## src/gpt_pkg.sv

```systemverilog
package gpt_pkg;
	localparam int          REG_W        = 16;
	localparam int          DATA_W       = 32;
	localparam int          ADDR_W       = 8;
	localparam int          RUN_BIT      = 15;
	localparam int          IDLE_BIT     = 13;
	localparam int          GATE_BIT     = 6;
	localparam int          PRESC_LSB    = 4;
	localparam int          JOIN_BIT     = 3;
	localparam int          SYNC_BIT     = 2;
	localparam int          SRC_BIT      = 1;
	localparam logic [15:0] CTRL_RST     = 16'h0000;
	localparam logic [15:0] COUNT_RST    = 16'h0000;
	localparam logic [15:0] PERIOD_RST   = 16'hFFFF;
	localparam logic [15:0] SA_MASK      = 16'hA076;
	localparam logic [15:0] LOW_MASK     = 16'hA07A;
	localparam logic [15:0] HIGH_MASK    = 16'hA072;
	localparam logic [7:0]  ADDR_SA_CTRL = 8'h00;
	localparam logic [7:0]  ADDR_SA_CNT  = 8'h04;
	localparam logic [7:0]  ADDR_SA_PER  = 8'h08;
	localparam logic [7:0]  ADDR_STATUS  = 8'h0C;
	localparam logic [7:0]  PAIR_BASE    = 8'h10;
	localparam int          STRIDE_SHIFT = 4;
	localparam logic [3:0]  OFS_CTRL     = 4'h0;
	localparam logic [3:0]  OFS_CNT      = 4'h4;
	localparam logic [3:0]  OFS_PER      = 4'h8;
	localparam logic [1:0]  RESP_OKAY    = 2'h0;
	localparam logic [1:0]  RESP_SLVERR  = 2'h2;

	typedef enum logic [1:0] {
		GPT_PS_1   = 2'h0,
		GPT_PS_8   = 2'h1,
		GPT_PS_64  = 2'h2,
		GPT_PS_256 = 2'h3
	} gpt_presc_t;

	function automatic logic [7:0] presc_limit(input logic [1:0] sel);
		unique case (gpt_presc_t'(sel))
			GPT_PS_1:   return 8'h00;
			GPT_PS_8:   return 8'h07;
			GPT_PS_64:  return 8'h3F;
			GPT_PS_256: return 8'hFF;
		endcase
	endfunction : presc_limit
endpackage : gpt_pkg

```

## src/gpt_tick_unit.sv

```systemverilog
`timescale 1ns/1ps
`default_nettype none
module gpt_tick_unit #(
	parameter bit ASYNC_OK = 1'b0
) (
	input  wire logic       clk_sys,
	input  wire logic       reset_n,
	input  wire logic       run,
	input  wire logic       idle_halt,
	input  wire logic       gate_en,
	input  wire logic [1:0] presc_sel,
	input  wire logic       sync_sel,
	input  wire logic       src_sel,
	input  wire logic       idle_mode,
	input  wire logic       sleep_mode,
	input  wire logic       pin,
	output logic            tick,
	output logic            gate_fall
);
	import gpt_pkg::*;

	typedef struct packed {
		logic       meta;
		logic       sync;
		logic       sync_d;
		logic       raw_d;
		logic       gate_d;
		logic [7:0] pre;
		logic [1:0] psel;
	} gpt_tick_st_t;

	gpt_tick_st_t r;
	gpt_tick_st_t s;
	logic         async_sel;
	logic [7:0]   pre_now;
	logic         active;
	logic         raw;

	always_comb begin
		s = r;
		s.meta = pin;
		s.sync = r.meta;
		s.sync_d = r.sync;
		s.raw_d = pin;
		s.gate_d = pin;
		tick = 1'b0;
		// sync select only matters on the external source
		async_sel = ASYNC_OK && src_sel && !sync_sel;
		// run, idle halt, sleep keeps only async alive
		active = run && !(idle_mode && idle_halt) && (!sleep_mode || async_sel);
		// pin edges, or instruction clock gated by the pin
		if (src_sel) begin
			raw = async_sel ? (pin && !r.raw_d) : (r.sync && !r.sync_d);
		end else begin
			raw = !gate_en || pin;
		end
		gate_fall = active && !src_sel && gate_en && r.gate_d && !pin;
		// a new ratio restarts the prescaler, so a stale count never overshoots it
		pre_now = (presc_sel != r.psel) ? 8'h00 : r.pre;
		s.psel = presc_sel;
		if (!run) begin
			s.pre = 8'h00;
		end else if (active && raw) begin
			if (pre_now >= presc_limit(presc_sel)) begin
				s.pre = 8'h00;
				tick = 1'b1;
			end else begin
				s.pre = pre_now + 8'h01;
			end
		end else begin
			s.pre = pre_now;
		end
	end

	always_ff @(posedge clk_sys or negedge reset_n) begin
		if (!reset_n) begin
			r <= '0;
		end else begin
			r <= s;
		end
	end

	a_presc_div: assert property (
		@(posedge clk_sys) disable iff (!reset_n)
		tick |-> (pre_now == presc_limit(presc_sel)))
		else $error("tick without full prescale count");
	a_idle_halt: assert property (
		@(posedge clk_sys) disable iff (!reset_n)
		(idle_mode && idle_halt) |-> !tick)
		else $error("tick while halted in idle");
	a_gate_only: assert property (
		@(posedge clk_sys) disable iff (!reset_n)
		(gate_en && !src_sel && tick) |-> pin)
		else $error("gated tick with gate low");
	a_sync_edge: assert property (
		@(posedge clk_sys) disable iff (!reset_n)
		(src_sel && sync_sel && tick) |-> (r.sync && !r.sync_d))
		else $error("sync tick without synchronised edge");
	a_async_sleep: assert property (
		@(posedge clk_sys) disable iff (!reset_n)
		(ASYNC_OK && sleep_mode && run && src_sel && !sync_sel && !idle_mode
			&& presc_sel == 2'h0 && pin && !r.raw_d) |-> tick)
		else $error("async edge lost in sleep");
endmodule : gpt_tick_unit
`default_nettype wire

```

## src/gpt_axil_slave.sv

```systemverilog
`timescale 1ns/1ps
`default_nettype none
module gpt_axil_slave (
	input  wire logic                       clk_sys,
	input  wire logic                       reset_n,
	input  wire logic [gpt_pkg::ADDR_W-1:0] s_axi_awaddr,
	input  wire logic                       s_axi_awvalid,
	output logic                            s_axi_awready,
	input  wire logic [gpt_pkg::DATA_W-1:0] s_axi_wdata,
	input  wire logic [3:0]                 s_axi_wstrb,
	input  wire logic                       s_axi_wvalid,
	output logic                            s_axi_wready,
	output logic [1:0]                      s_axi_bresp,
	output logic                            s_axi_bvalid,
	input  wire logic                       s_axi_bready,
	input  wire logic [gpt_pkg::ADDR_W-1:0] s_axi_araddr,
	input  wire logic                       s_axi_arvalid,
	output logic                            s_axi_arready,
	output logic [gpt_pkg::DATA_W-1:0]      s_axi_rdata,
	output logic [1:0]                      s_axi_rresp,
	output logic                            s_axi_rvalid,
	input  wire logic                       s_axi_rready,
	output logic                            wr_en,
	output logic [gpt_pkg::ADDR_W-1:0]      wr_addr,
	output logic [gpt_pkg::DATA_W-1:0]      wr_data,
	output logic [3:0]                      wr_strb,
	input  wire logic                       wr_err,
	input  wire logic [gpt_pkg::DATA_W-1:0] rd_data,
	input  wire logic                       rd_err
);
	import gpt_pkg::*;

	typedef struct packed {
		logic              awready;
		logic              wready;
		logic              have_aw;
		logic              have_w;
		logic [ADDR_W-1:0] aw_addr;
		logic [DATA_W-1:0] w_data;
		logic [3:0]        w_strb;
		logic              bvalid;
		logic [1:0]        bresp;
		logic              arready;
		logic              rvalid;
		logic [DATA_W-1:0] rdata;
		logic [1:0]        rresp;
	} gpt_axil_st_t;

	gpt_axil_st_t r;
	gpt_axil_st_t s;

	assign s_axi_awready = r.awready;
	assign s_axi_wready  = r.wready;
	assign s_axi_bvalid  = r.bvalid;
	assign s_axi_bresp   = r.bresp;
	assign s_axi_arready = r.arready;
	assign s_axi_rvalid  = r.rvalid;
	assign s_axi_rdata   = r.rdata;
	assign s_axi_rresp   = r.rresp;
	assign wr_addr       = r.aw_addr;
	assign wr_data       = r.w_data;
	assign wr_strb       = r.w_strb;

	always_comb begin
		s = r;
		// both halves held and no response pending: commit for one cycle
		wr_en = r.have_aw && r.have_w && !r.bvalid;
		if (s_axi_awvalid && r.awready) begin
			s.have_aw = 1'b1;
			s.aw_addr = s_axi_awaddr;
		end
		if (s_axi_wvalid && r.wready) begin
			s.have_w = 1'b1;
			s.w_data = s_axi_wdata;
			s.w_strb = s_axi_wstrb;
		end
		if (wr_en) begin
			s.have_aw = 1'b0;
			s.have_w = 1'b0;
			s.bvalid = 1'b1;
			s.bresp = wr_err ? RESP_SLVERR : RESP_OKAY;
		end else if (r.bvalid && s_axi_bready) begin
			s.bvalid = 1'b0;
		end
		s.awready = !s.have_aw && !s.bvalid;
		s.wready = !s.have_w && !s.bvalid;
		if (s_axi_arvalid && r.arready) begin
			s.rvalid = 1'b1;
			s.rdata = rd_data;
			s.rresp = rd_err ? RESP_SLVERR : RESP_OKAY;
		end else if (r.rvalid && s_axi_rready) begin
			s.rvalid = 1'b0;
		end
		s.arready = !s.rvalid;
	end

	always_ff @(posedge clk_sys or negedge reset_n) begin
		if (!reset_n) begin
			r <= '0;
		end else begin
			r <= s;
		end
	end

	a_read_latency: assert property (
		@(posedge clk_sys) disable iff (!reset_n)
		(s_axi_arvalid && s_axi_arready) |=> (s_axi_rvalid && !s_axi_arready))
		else $error("read answer not one cycle after address");
	a_write_resp: assert property (
		@(posedge clk_sys) disable iff (!reset_n)
		wr_en |=> (s_axi_bvalid && !s_axi_awready && !s_axi_wready))
		else $error("write response missing after commit");
	c_axi_read: cover property (
		@(posedge clk_sys) disable iff (!reset_n)
		(s_axi_arvalid && s_axi_arready) ##1 (s_axi_rvalid && s_axi_rready));
endmodule : gpt_axil_slave
`default_nettype wire

```

## src/gpt_timer_set.sv

```systemverilog
`timescale 1ns/1ps
`default_nettype none
module gpt_timer_set #(
	parameter int NUM_PAIRS = 4
) (
	input  wire logic                       clk_sys,
	input  wire logic                       reset_n,
	input  wire logic [gpt_pkg::ADDR_W-1:0] s_axi_awaddr,
	input  wire logic                       s_axi_awvalid,
	output logic                            s_axi_awready,
	input  wire logic [gpt_pkg::DATA_W-1:0] s_axi_wdata,
	input  wire logic [3:0]                 s_axi_wstrb,
	input  wire logic                       s_axi_wvalid,
	output logic                            s_axi_wready,
	output logic [1:0]                      s_axi_bresp,
	output logic                            s_axi_bvalid,
	input  wire logic                       s_axi_bready,
	input  wire logic [gpt_pkg::ADDR_W-1:0] s_axi_araddr,
	input  wire logic                       s_axi_arvalid,
	output logic                            s_axi_arready,
	output logic [gpt_pkg::DATA_W-1:0]      s_axi_rdata,
	output logic [1:0]                      s_axi_rresp,
	output logic                            s_axi_rvalid,
	input  wire logic                       s_axi_rready,
	input  wire logic                       idle_mode,
	input  wire logic                       sleep_mode,
	input  wire logic                       external_clock_pin,
	input  wire logic [2*NUM_PAIRS-1:0]     pair_clock_pin,
	output logic                            standalone_event,
	output logic [2*NUM_PAIRS-1:0]          timer_event,
	output logic                            wake_request,
	output logic [1:0]                      adc_trigger,
	output logic [1:0]                      dma_trigger,
	output logic [gpt_pkg::REG_W-1:0]       capture_base_low,
	output logic [gpt_pkg::REG_W-1:0]       capture_base_high
);
	import gpt_pkg::*;

	localparam int NT = 2 * NUM_PAIRS;
	localparam logic [ADDR_W-1:0] PAIR_END = ADDR_W'(int'(PAIR_BASE) + NT * (1 << STRIDE_SHIFT));

	typedef struct packed {
		logic [15:0]          sa_ctrl;
		logic [15:0]          sa_cnt;
		logic [15:0]          sa_per;
		logic [NT-1:0][15:0]  ctrl;
		logic [NT-1:0][15:0]  cnt;
		logic [NT-1:0][15:0]  per;
		logic [NT:0]          flags;
		logic                 sa_evt;
		logic [NT-1:0]        t_evt;
		logic                 wake;
		logic [1:0]           adc;
		logic [1:0]           dma;
	} gpt_set_st_t;

	gpt_set_st_t        r;
	gpt_set_st_t        s;
	logic               wr_en;
	logic [ADDR_W-1:0]  wr_addr;
	logic [DATA_W-1:0]  wr_data;
	logic [3:0]         wr_strb;
	logic               wr_err;
	logic [DATA_W-1:0]  rd_data;
	logic               rd_err;
	logic               sa_tick;
	logic               sa_gfall;
	logic [NT-1:0]      tick;
	logic [NT-1:0]      gfall;

	// count or wrap; returns {match, next}
	function automatic logic [16:0] step16(input logic [15:0] c, input logic [15:0] p);
		return (c == p) ? {1'b1, COUNT_RST} : {1'b0, c + 16'h0001};
	endfunction : step16

	function automatic logic [32:0] step32(input logic [31:0] c, input logic [31:0] p);
		return (c == p) ? {1'b1, COUNT_RST, COUNT_RST} : {1'b0, c + 32'h0000_0001};
	endfunction : step32

	function automatic logic in_timers(input logic [ADDR_W-1:0] a);
		return (a >= PAIR_BASE) && (a < PAIR_END) && (a[3:0] <= OFS_PER) && (a[1:0] == 2'h0);
	endfunction : in_timers

	function automatic int tim_idx(input logic [ADDR_W-1:0] a);
		return int'((a - PAIR_BASE) >> STRIDE_SHIFT);
	endfunction : tim_idx

	function automatic logic map_err(input logic [ADDR_W-1:0] a);
		return !(a == ADDR_SA_CTRL || a == ADDR_SA_CNT || a == ADDR_SA_PER
			|| a == ADDR_STATUS || in_timers(a));
	endfunction : map_err

	// byte enables land on the low 16 bits only
	function automatic logic [15:0] merge(input logic [15:0] old, input logic [DATA_W-1:0] d,
			input logic [3:0] b, input logic [15:0] mask);
		logic [15:0] v;
		v = old;
		if (b[0]) begin
			v[7:0] = d[7:0];
		end
		if (b[1]) begin
			v[15:8] = d[15:8];
		end
		return v & mask;
	endfunction : merge

	gpt_axil_slave u_bus (
		.clk_sys       (clk_sys),
		.reset_n       (reset_n),
		.s_axi_awaddr  (s_axi_awaddr),
		.s_axi_awvalid (s_axi_awvalid),
		.s_axi_awready (s_axi_awready),
		.s_axi_wdata   (s_axi_wdata),
		.s_axi_wstrb   (s_axi_wstrb),
		.s_axi_wvalid  (s_axi_wvalid),
		.s_axi_wready  (s_axi_wready),
		.s_axi_bresp   (s_axi_bresp),
		.s_axi_bvalid  (s_axi_bvalid),
		.s_axi_bready  (s_axi_bready),
		.s_axi_araddr  (s_axi_araddr),
		.s_axi_arvalid (s_axi_arvalid),
		.s_axi_arready (s_axi_arready),
		.s_axi_rdata   (s_axi_rdata),
		.s_axi_rresp   (s_axi_rresp),
		.s_axi_rvalid  (s_axi_rvalid),
		.s_axi_rready  (s_axi_rready),
		.wr_en         (wr_en),
		.wr_addr       (wr_addr),
		.wr_data       (wr_data),
		.wr_strb       (wr_strb),
		.wr_err        (wr_err),
		.rd_data       (rd_data),
		.rd_err        (rd_err)
	);

	// only the standalone timer may count asynchronously
	gpt_tick_unit #(.ASYNC_OK(1'b1)) u_sa_tick (
		.clk_sys    (clk_sys),
		.reset_n    (reset_n),
		.run        (r.sa_ctrl[RUN_BIT]),
		.idle_halt  (r.sa_ctrl[IDLE_BIT]),
		.gate_en    (r.sa_ctrl[GATE_BIT]),
		.presc_sel  (r.sa_ctrl[PRESC_LSB+:2]),
		.sync_sel   (r.sa_ctrl[SYNC_BIT]),
		.src_sel    (r.sa_ctrl[SRC_BIT]),
		.idle_mode  (idle_mode),
		.sleep_mode (sleep_mode),
		.pin        (external_clock_pin),
		.tick       (sa_tick),
		.gate_fall  (sa_gfall)
	);

	for (genvar t = 0; t < NT; t++) begin : g_tick
		// pair timers always synchronise their pin
		gpt_tick_unit #(.ASYNC_OK(1'b0)) u_tick (
			.clk_sys    (clk_sys),
			.reset_n    (reset_n),
			.run        (r.ctrl[t][RUN_BIT]),
			.idle_halt  (r.ctrl[t][IDLE_BIT]),
			.gate_en    (r.ctrl[t][GATE_BIT]),
			.presc_sel  (r.ctrl[t][PRESC_LSB+:2]),
			.sync_sel   (1'b1),
			.src_sel    (r.ctrl[t][SRC_BIT]),
			.idle_mode  (idle_mode),
			.sleep_mode (sleep_mode),
			.pin        (pair_clock_pin[t]),
			.tick       (tick[t]),
			.gate_fall  (gfall[t])
		);
	end

	always_comb begin
		rd_err = map_err(s_axi_araddr);
		rd_data = '0;
		if (s_axi_araddr == ADDR_SA_CTRL) begin
			rd_data = {16'h0000, r.sa_ctrl};
		end else if (s_axi_araddr == ADDR_SA_CNT) begin
			rd_data = {16'h0000, r.sa_cnt};
		end else if (s_axi_araddr == ADDR_SA_PER) begin
			rd_data = {16'h0000, r.sa_per};
		end else if (s_axi_araddr == ADDR_STATUS) begin
			rd_data = DATA_W'(r.flags);
		end else if (in_timers(s_axi_araddr)) begin
			unique case (s_axi_araddr[3:0])
				OFS_CTRL: rd_data = {16'h0000, r.ctrl[tim_idx(s_axi_araddr)]};
				OFS_CNT:  rd_data = {16'h0000, r.cnt[tim_idx(s_axi_araddr)]};
				default:  rd_data = {16'h0000, r.per[tim_idx(s_axi_araddr)]};
			endcase
		end
	end

	always_comb begin
		logic [16:0] st16;
		logic [32:0] st32;
		logic [NT:0] clr;
		int          lo;
		int          hi;
		int          wi;
		st16 = '0;
		st32 = '0;
		clr = '0;
		lo = 0;
		hi = 0;
		wi = 0;
		s = r;
		s.sa_evt = 1'b0;
		s.t_evt = '0;
		wr_err = map_err(wr_addr);
		if (sa_tick) begin
			st16 = step16(r.sa_cnt, r.sa_per);
			s.sa_cnt = st16[15:0];
			s.sa_evt = st16[16];
		end
		if (sa_gfall) begin
			s.sa_evt = 1'b1;
		end
		for (int p = 0; p < NUM_PAIRS; p++) begin
			lo = 2 * p;
			hi = 2 * p + 1;
			// join bit lives in the low timer only
			if (r.ctrl[lo][JOIN_BIT]) begin
				// low word even, high word odd
				if (tick[lo]) begin
					st32 = step32({r.cnt[hi], r.cnt[lo]}, {r.per[hi], r.per[lo]});
					s.cnt[hi] = st32[31:16];
					s.cnt[lo] = st32[15:0];
					s.t_evt[hi] = st32[32];
				end
				if (gfall[lo]) begin
					s.t_evt[hi] = 1'b1;
				end
			end else begin
				for (int k = lo; k <= hi; k++) begin
					if (tick[k]) begin
						st16 = step16(r.cnt[k], r.per[k]);
						s.cnt[k] = st16[15:0];
						s.t_evt[k] = st16[16];
					end
					if (gfall[k]) begin
						s.t_evt[k] = 1'b1;
					end
				end
			end
		end
		// software writes override counting in the same cycle
		if (wr_en && !wr_err) begin
			if (wr_addr == ADDR_SA_CTRL) begin
				s.sa_ctrl = merge(r.sa_ctrl, wr_data, wr_strb, SA_MASK);
			end else if (wr_addr == ADDR_SA_CNT) begin
				s.sa_cnt = merge(r.sa_cnt, wr_data, wr_strb, 16'hFFFF);
			end else if (wr_addr == ADDR_SA_PER) begin
				s.sa_per = merge(r.sa_per, wr_data, wr_strb, 16'hFFFF);
			end else if (wr_addr == ADDR_STATUS) begin
				clr = (NT+1)'(merge(16'h0000, wr_data, wr_strb, 16'hFFFF));
			end else begin
				wi = tim_idx(wr_addr);
				unique case (wr_addr[3:0])
					OFS_CTRL: s.ctrl[wi] = merge(r.ctrl[wi], wr_data, wr_strb,
						wi[0] ? HIGH_MASK : LOW_MASK);
					OFS_CNT:  s.cnt[wi] = merge(r.cnt[wi], wr_data, wr_strb, 16'hFFFF);
					default:  s.per[wi] = merge(r.per[wi], wr_data, wr_strb, 16'hFFFF);
				endcase
			end
		end
		// write-one-to-clear; a new event in the same cycle wins
		s.flags = (r.flags & ~clr) | {s.t_evt, s.sa_evt};
		// async match in sleep asks for wake-up
		s.wake = s.sa_evt && sleep_mode;
		// converter triggers from the first two pairs only
		for (int p = 0; p < 2; p++) begin
			s.adc[p] = (p < NUM_PAIRS) && (r.ctrl[2*p][JOIN_BIT] ? s.t_evt[2*p+1] : s.t_evt[2*p]);
		end
		// DMA triggers from the first pair only
		s.dma = s.t_evt[1:0];
	end

	always_ff @(posedge clk_sys or negedge reset_n) begin
		if (!reset_n) begin
			r.sa_ctrl <= CTRL_RST;
			r.sa_cnt <= COUNT_RST;
			r.sa_per <= PERIOD_RST;
			r.ctrl <= {NT{CTRL_RST}};
			r.cnt <= {NT{COUNT_RST}};
			r.per <= {NT{PERIOD_RST}};
			r.flags <= '0;
			r.sa_evt <= 1'b0;
			r.t_evt <= '0;
			r.wake <= 1'b0;
			r.adc <= '0;
			r.dma <= '0;
		end else begin
			r <= s;
		end
	end

	assign standalone_event = r.sa_evt;
	assign timer_event = r.t_evt;
	assign wake_request = r.wake;
	assign adc_trigger = r.adc;
	assign dma_trigger = r.dma;
	// time bases for capture and compare
	assign capture_base_low = r.cnt[0];
	assign capture_base_high = r.cnt[1];

	a_run_stop_hold: assert property (
		@(posedge clk_sys) disable iff (!reset_n)
		(!r.sa_ctrl[RUN_BIT] && !wr_en) |=> $stable(r.sa_cnt))
		else $error("stopped timer changed count");
	a_period_wrap: assert property (
		@(posedge clk_sys) disable iff (!reset_n)
		(sa_tick && r.sa_cnt == r.sa_per && !wr_en)
			|=> (r.sa_cnt == COUNT_RST && standalone_event && r.flags[0]))
		else $error("standalone period match did not wrap and flag");
	a_join_carry: assert property (
		@(posedge clk_sys) disable iff (!reset_n)
		(r.ctrl[0][JOIN_BIT] && tick[0] && r.cnt[0] == 16'hFFFF && !wr_en
			&& {r.cnt[1], r.cnt[0]} != {r.per[1], r.per[0]})
			|=> (r.cnt[0] == COUNT_RST && r.cnt[1] == $past(r.cnt[1]) + 16'h0001))
		else $error("low word carry missed the high word");
	a_join_match: assert property (
		@(posedge clk_sys) disable iff (!reset_n)
		(r.ctrl[0][JOIN_BIT] && tick[0] && !wr_en
			&& {r.cnt[1], r.cnt[0]} == {r.per[1], r.per[0]})
			|=> (timer_event[1] && !timer_event[0] && r.flags[2] && adc_trigger[0]))
		else $error("32-bit match not signalled on high timer");
	a_high_ignored: assert property (
		@(posedge clk_sys) disable iff (!reset_n)
		(r.ctrl[0][JOIN_BIT] && !tick[0] && !wr_en) |=> $stable(r.cnt[1]))
		else $error("high word moved without low timer tick");
	c_sa_wrap: cover property (
		@(posedge clk_sys) disable iff (!reset_n)
		sa_tick && r.sa_cnt == r.sa_per);
	c_join_match: cover property (
		@(posedge clk_sys) disable iff (!reset_n)
		r.ctrl[0][JOIN_BIT] ##1 timer_event[1]);
	c_wake: cover property (
		@(posedge clk_sys) disable iff (!reset_n)
		sleep_mode ##1 wake_request);
endmodule : gpt_timer_set
`default_nettype wire

```

## config.mk

```make
export PLATFORM = sky130hd
export DESIGN_NAME = gpt_timer_set
export DESIGN_NICKNAME = d
export VERILOG_FILES = /design/src/gpt_pkg.sv /design/src/gpt_tick_unit.sv /design/src/gpt_axil_slave.sv /design/src/gpt_timer_set.sv
export SDC_FILE = /design/constraint.sdc
export NUM_CORES = 2
export LEC_CHECK = 0
export ABC_CLOCK_PERIOD_IN_PS = 3450
export BUFFER_PORTS_ARGS = -buffer_cell sky130_fd_sc_hd__clkbuf_2
export CAP_MARGIN = 40
export CORE_ASPECT_RATIO = 1.2
export CORE_MARGIN = 2
export CORE_UTILIZATION = 26
export DETAILED_ROUTE_END_ITERATION = 10
export PLACE_DENSITY = 0.43
export SYNTH_ARGS = -nofsm -noshare
export SYNTH_HDL_FRONTEND = slang
export SYNTH_SLANG_ARGS = --single-unit
```

## constraint.sdc

```tcl
create_clock -name clk_sys -period 3.45 [get_ports clk_sys]
set_clock_uncertainty 0.2 [all_clocks]
set_input_delay 1.035 -clock clk_sys [delete_from_list [all_inputs] [get_ports clk_sys]]
set_output_delay 1.035 -clock clk_sys [all_outputs]
set_load 0.02 [all_outputs]
```

### After elaboration in Yosys (flattened, before gate mapping)

Cells that the tools add are included.

| word-level totals | value |
|---|---|
| register bits after elaboration | 632 |
| latch bits | 0 |
| bits in writable memories | 0 |
| ROM bits | 0 |
| bits of input ports | 70 |
| output and inout bits | 87 |
| word-level logic and storage cells | 660 |
| memories kept | 0 |

| cells by class | value |
|---|---|
| $add $sub $neg | 24 |
| $mul | 0 |
| divide/modulo/power cells | 0 |
| $lt $le $gt $ge | 18 |
| equality and inequality tests | 59 |
| shift operators | 0 |
| muxes and demuxes | 262 |
| bitwise operators | 9 |
| reductions and logical operators | 194 |

Operator list:

| operator | number |
|---|---|
| 2-to-1 mux 416 bit | 2 |
| 2-to-1 mux 8 bit | 101 |
| 2-to-1 mux 384 bit | 2 |
| 2-to-1 mux 400 bit | 1 |
| bitwise mux 128 bit | 3 |
| 2-to-1 mux 128 bit | 3 |
| 2-to-1 mux 32 bit | 11 |
| 2-to-1 mux 16 bit | 20 |
| binary-select mux 16 bit (select 3 bit) | 6 |
| one-hot mux 8 bit (4 select lines) | 9 |
| 2-to-1 mux 17 bit | 9 |
| adder 16 x 1 -> 16 bit, second input constant | 9 |
| == test 16 bit | 9 |
| 2-to-1 mux 33 bit | 4 |
| adder 32 x 1 -> 32 bit, second input constant | 4 |
| == test 32 bit | 4 |
| logical AND 1 bit | 101 |
| 2-to-1 mux 1 bit | 80 |
| adder 8 x 1 -> 8 bit, second input constant | 9 |
| >= comparator 8 bit | 9 |
| < comparator 28 x 4 -> 1 bit, second input constant | 2 |
| logical NOT 1 bit | 53 |
| demux 16 bit (select 3 bit) | 1 |
| 2-to-1 mux 9 bit | 5 |
| 28 further kinds | 109 |

### Depth between registers and ports, before layout

| logic depth | value |
|---|---|
| depth after elaboration | 20 |
| gate-level depth with buffers | 17 |
| mapped depth without buffers | 12 |

### Cells and area by module

A second synthesis with hierarchy kept.

| second synthesis, totals | value |
|---|---|
| cells, all modules | 4,115 |
| area, all modules | 41,976.5 µm² |

By module, submodules not included:

| module | times used | cells an instance | area an instance (µm²) | sequential area each (µm²) |
|---|---|---|---|---|
| gpt_timer_set | 1 | 2,927 | 30,105.1 | 11,290.8 |
| gpt_tick_unit at g_tick[0].u_tick ... | 8 | 101 | 882.1 | 325.3 |
| gpt_axil_slave | 1 | 266 | 3,831.2 | 2,127.0 |
| gpt_tick_unit at u_sa_tick | 1 | 114 | 983.4 | 325.3 |

### Worst setup path before layout

No wires, ideal clock.

| timing | value |
|---|---|
| path kind | input-to-reg |
| start point | input s_axi_araddr[4] (netlist bit) |
| end point | register u_bus.r (netlist bit u_bus.s_axi_rdata[0]) |
| library setup time | 0.138 ns |
| data arrival time | 4.700 ns |
| required time | 3.112 ns |
| setup slack | -1.588 ns |
| cell stages on the path | 15 |
| buffers on the path | 9 |
| path through | buf_2 > buf_4 > buf_4 > buf_4 > buf_2 > inv_1 > ha_1 > clkbuf_1 > buf_2 > clkbuf_1 > clkbuf_1 > mux4_2 > mux4_2 > o21ai_0 > o2111ai_1 |

| on the way | value |
|---|---|
| word-level cells in the longest chain between the ends | 9 |
| elaborated cells on any way between the ends | 22 |
| classes of those cells | add/sub (1); order compare (2); eq/ne (3); mux (12); reduce/logical (4) |

RTL lines:

| what | line | RTL |
|---|---|---|
| start, declared | gpt_timer_set.sv:18 | `input wire logic [gpt_pkg::ADDR_W-1:0] s_axi_araddr,` |
| subtractor 8 x 5 -> 9 bit, or another cell as far along | gpt_timer_set.sv:85 | `return int'((a - PAIR_BASE) >> STRIDE_SHIFT);` |
| binary-select mux 16 bit (select 3 bit), or another cell as far along | gpt_timer_set.sv:187 | `default: rd_data = {16'h0000, r.per[tim_idx(s_axi_araddr)]};` |
| 2-to-1 mux 16 bit (not written as such), or another cell as far along | gpt_timer_set.sv:187 |  |
| one-hot mux 16 bit (2 select lines) or logical AND 1 bit (tied branches) | gpt_timer_set.sv:184, gpt_timer_set.sv:81 |  |
| 2-to-1 mux 16 bit | gpt_timer_set.sv:183 | `end else if (in_timers(s_axi_araddr)) begin` |
| 2-to-1 mux 16 bit | gpt_timer_set.sv:181 | `end else if (s_axi_araddr == ADDR_STATUS) begin` |
| 2-to-1 mux 32 bit | gpt_timer_set.sv:179 | `end else if (s_axi_araddr == ADDR_SA_PER) begin` |
| 2-to-1 mux 32 bit | gpt_timer_set.sv:177 | `end else if (s_axi_araddr == ADDR_SA_CNT) begin` |
| 2-to-1 mux 32 bit (*) | gpt_timer_set.sv:175 | `if (s_axi_araddr == ADDR_SA_CTRL) begin` |
| end signal, assigned | gpt_axil_slave.sv:101 | `r <= s;` |
| end, declared | gpt_axil_slave.sv:49 | `gpt_axil_st_t r;` |

Every way passes the cells marked *; elsewhere a longest branch is shown, timed or not. The select of a mux whose other input is x is not followed.
A chain may end at the register's enable or synchronous reset.

==> flow_metrics.py <==
metrics = {
    "power": {
        "combPwrFrac": 0.458,
        "ir_drop_mv": 0.500,
        "intPower_uw": 19200,
        "power_density_nw_per_um2": 693,
        "p_switching_uw": 15800,
        "seqPwrFrac": 0.291,
        "p_leak_uw": 0.0205,
        "switching_share": 0.453,
        "pwr-share-clk": 0.251,
    },
    "timing": {
        "finalCritPeriodShare": 0.976,
        "fin_crit_ps": 3370,
        "setup_viol": 0,
        "setup_tns_ps": 0,
        "final_hold_viol_count": 0,
        "fmax_mhz": 297,
        "slew_headroom": 0.347,
        "rsz0062_at_grt": "yes",
        "tightest_slew_ps": 979,
        "drv_slew": 0,
    },
    "cells_and_area": {
        "fillers": 16112,
        "finalNetCount": 4709,
        "drive_gt1_frac": 0.319,
        "final_common_cell": "buf_4",
        "layout_common_cells": "498 x buf_4, 467 x dfrtp_1, 372 x nand2_1",
        "utilization": 0.324,
        "area_growth_pct": 23.9,
        "instances_no_fill": 6713,
    },
    "synth": {
        "avgSynthCellArea_um2": 9.80,
        "synthCells": 4159,
        "synthesis.area_um2": 40800,
        "yosys_warnings": 0,
        "synth_top_area_share": 0.287,
        "synthTopCellsByArea": "dfrtp_1 29%, dfstp_2 9.3%, mux4_2 6.9%, mux2_2 5.0%, nand2_1 3.5%",
        "ys_seq_area_frac": 0.380,
        "synthFlopType": "dfrtp_1",
        "ys_ff_latch": 612,
        "synth.largest_area_cell": "dfrtp_1",
        "ys_async_sr_fraction": 1.00,
        "synth_cell_type_count": 96,
        "synth-edff-count": 0,
    },
    "worst_setup_path": {
        "critPathSlowestCell": "dfrtp_1",
        "critPathArrivalTime_ps": 3710,
        "slowest_delay_ps": 420,
        "cpMostUsedCell": "buf_4",
        "criticalPathCategory": "flop to flop",
        "crit_chain": "xor2_2, nor2_1, buf_4, and2_4, ha_2, nor4_4, nand2_1, nor4_2, buf_4, nor3b_2, buf_4, buf_4, a31o_2, o2bb2ai_2, mux2i_1",
        "worstSetupStartpointType": "flop",
        "worst_setup_path_end_kind": "flop",
        "required_ps": 3800,
        "critical_path.max_fanout": 10,
    },
    "clocking": {
        "clk_pin_slew_worst_paths_ps": 70,
        "cts_tree": "built",
        "cts_max_level": 3,
        "hold_buffers": 0,
        "clk_path_buf_depth": 3,
        "cts.sinks": 612,
        "worstSkewPairLatency_ps": 700,
        "numCtsBuffers": 77,
        "cts_root_buf": "clkbuf_16",
    },
    "detailed_routing": {
        "first_iter_violations": 3215,
        "vias_per_cell": 5.43,
        "wl_um": 194000,
        "ant_nets": 0,
        "drtPass1Iterations": 6,
        "wl_per_cell_um": 28.9,
        "num_vias": 36447,
        "drc_errors": 0,
    },
    "die": {
        "core-area_um2": 156000,
        "rows": 159,
        "dieArea_um2": 160000,
        "die-width_um": 365,
        "ios": 157,
        "dieHeight_um": 438,
        "initial_core_util": 0.261,
    },
    "hold_path": {
        "hp-class": "input pin to asynchronous set/reset pin",
    },
    "grt": {
        "grt_pass1_wl_um": 273000,
        "grt-ovfl-total": 0,
        "first_global_vias": 35873,
        "grt_start_max_net_pins": 104,
        "track_usage": 0.238,
        "antenna_found_initial": 13,
    },
    "placed_design": {
        "port_buffers": 120,
        "hpwl_um": 149000,
        "routabilityCongestion": 1.01,
        "place_inst": 6545,
    },
    "run": {
        "maxCapViolations": 0,
    },
    "outcome": {
        "status": "finished, final reports clean",
    },
}
power by group through the flow:
stage | Clock (µW) | Combinational, µW | Sequential (µW)
2_1_floorplan | 0 | 8140 | 8890
3_3_place_gp | 0 | 15300 | 10200
3_5_place_dp | 0 | 15300 | 10200
4_1_cts | 9020 | 15400 | 10100
5_1_grt | 9290 | 16600 | 10200
6_report | 8800 | 16000 | 10200
path summary, 6_finish.rpt:
path / start / end / slack (ps) / cells after the start
max: flop / r[274]$_DFF_PN0_ / 80 / 15
min: reset_n / r[198]$_DFF_PN0_ / 70 / 1
max reg2reg: flop / r[274]$_DFF_PN0_ / 80 / 15
min reg2reg: g_tick[6].u_tick.r[14]$_DFF_PN0_ / g_tick[6].u_tick.r[13]$_DFF_PN0_ / 170 / 0
max in group asynchronous: reset_n / asynchronous set/reset pin / 2000 / 2
min in group clk_sys: g_tick[6].u_tick.r[14]$_DFF_PN0_ / g_tick[6].u_tick.r[13]$_DFF_PN0_ / 170 / 0
stage by stage:
| step | setup slack, ps | power, µW | cell area [µm²] | hold slack, ps |
|---|---|---|---|---|
| floorplan | -443 | 17000 | 41100 | 146 |
| detailed placement | -418 | 25500 | 46900 | 157 |
| CTS | -11.7 | 34500 | 49700 | 45.2 |
| global route | -29.8 | 36100 | 50500 | 76.9 |
| global placement | -448 | 25400 | 46900 | 152 |
| finish | 84.0 | 35000 | 50500 | 72.4 |
cells in the mapped netlist, drive strengths merged (16+ instances only):
cell / number
o21ai: 247
a2111oi: 21
nor2: 230
inv: 98
nor3b: 28
a211oi: 56
mux4: 125
and2: 77
and3: 66
xor2: 123
nor3: 82
xnor2: 162
mux2i: 97
a221oi: 25
mux2: 220
dfstp: 144
or3: 22
buf: 168
clkbuf: 212
nand2b: 40
o211ai: 27
a21oi: 189
dfrtp: 468
ha: 87
a21boi: 16
a31oi: 22
nor4: 67
a22oi: 44
nand3: 124
nor2b: 107
o221ai: 24
nand4: 75
nor4b: 32
a311oi: 19
o21a: 21
a21o: 23
nand2: 377
logic make-up after synthesis:
group / after synthesis / share of synthesized area
AOI/OAI and AO/OA: 865 / 0.140
DFF: 612 / 0.380
adders and majority gates: 87 / 0.0267
other: 1 / 0.0000920
xor gates and xnor gates: 285 / 0.0618
muxes: 442 / 0.157
and+or+nand+nor: 1387 / 0.178
buffers and inverters: 480 / 0.0562
what timing repair did:
| item | CTS | global route |
|---|---|---|
| buffers inserted | 2 | 17 |
| pin swaps | 4 | 39 |
| gates cloned | 0 | 3 |
| gates resized for setup | 15 | 131 |
| setup endpoints to repair | 16 | 135 |
routing by layer:
metal / global-route usage / up-vias / routed length [µm]
met4: 0.138 / 6 / 13200
met1: 0.299 / 18368 / 78800
met2: 0.379 / 1634 / 88200
met3: 0.0449 / 504 / 13500
met5: 0 / - / 46
li1: - / 15935 / -
critical path: cells and delay by family, from the launching register on:
kind                     cells  cell delay [ps]
AND/OR/NAND/NOR              6              970
buffers and inverters        4              700
flip-flops                   1              420
AO/OA/AOI/OAI                2              390
XOR/XNOR                     1              200
adder cells (fa/ha/maj)      1              200
multiplexers                 1              110
area by class of cell:
class                      instances  area [µm²]  share of cell area
antenna                            6        15.0            0.000297
inverter                         100         378             0.00748
tap                             2093        2620              0.0518
multi-input combinational       3084       23900               0.473
sequential                       612       15500               0.307
clock buffer                     112        2320              0.0460
timing repair buffer             677        5440               0.108
clock inverter                    29         384             0.00760
Power figures use the tool's default switching activity.
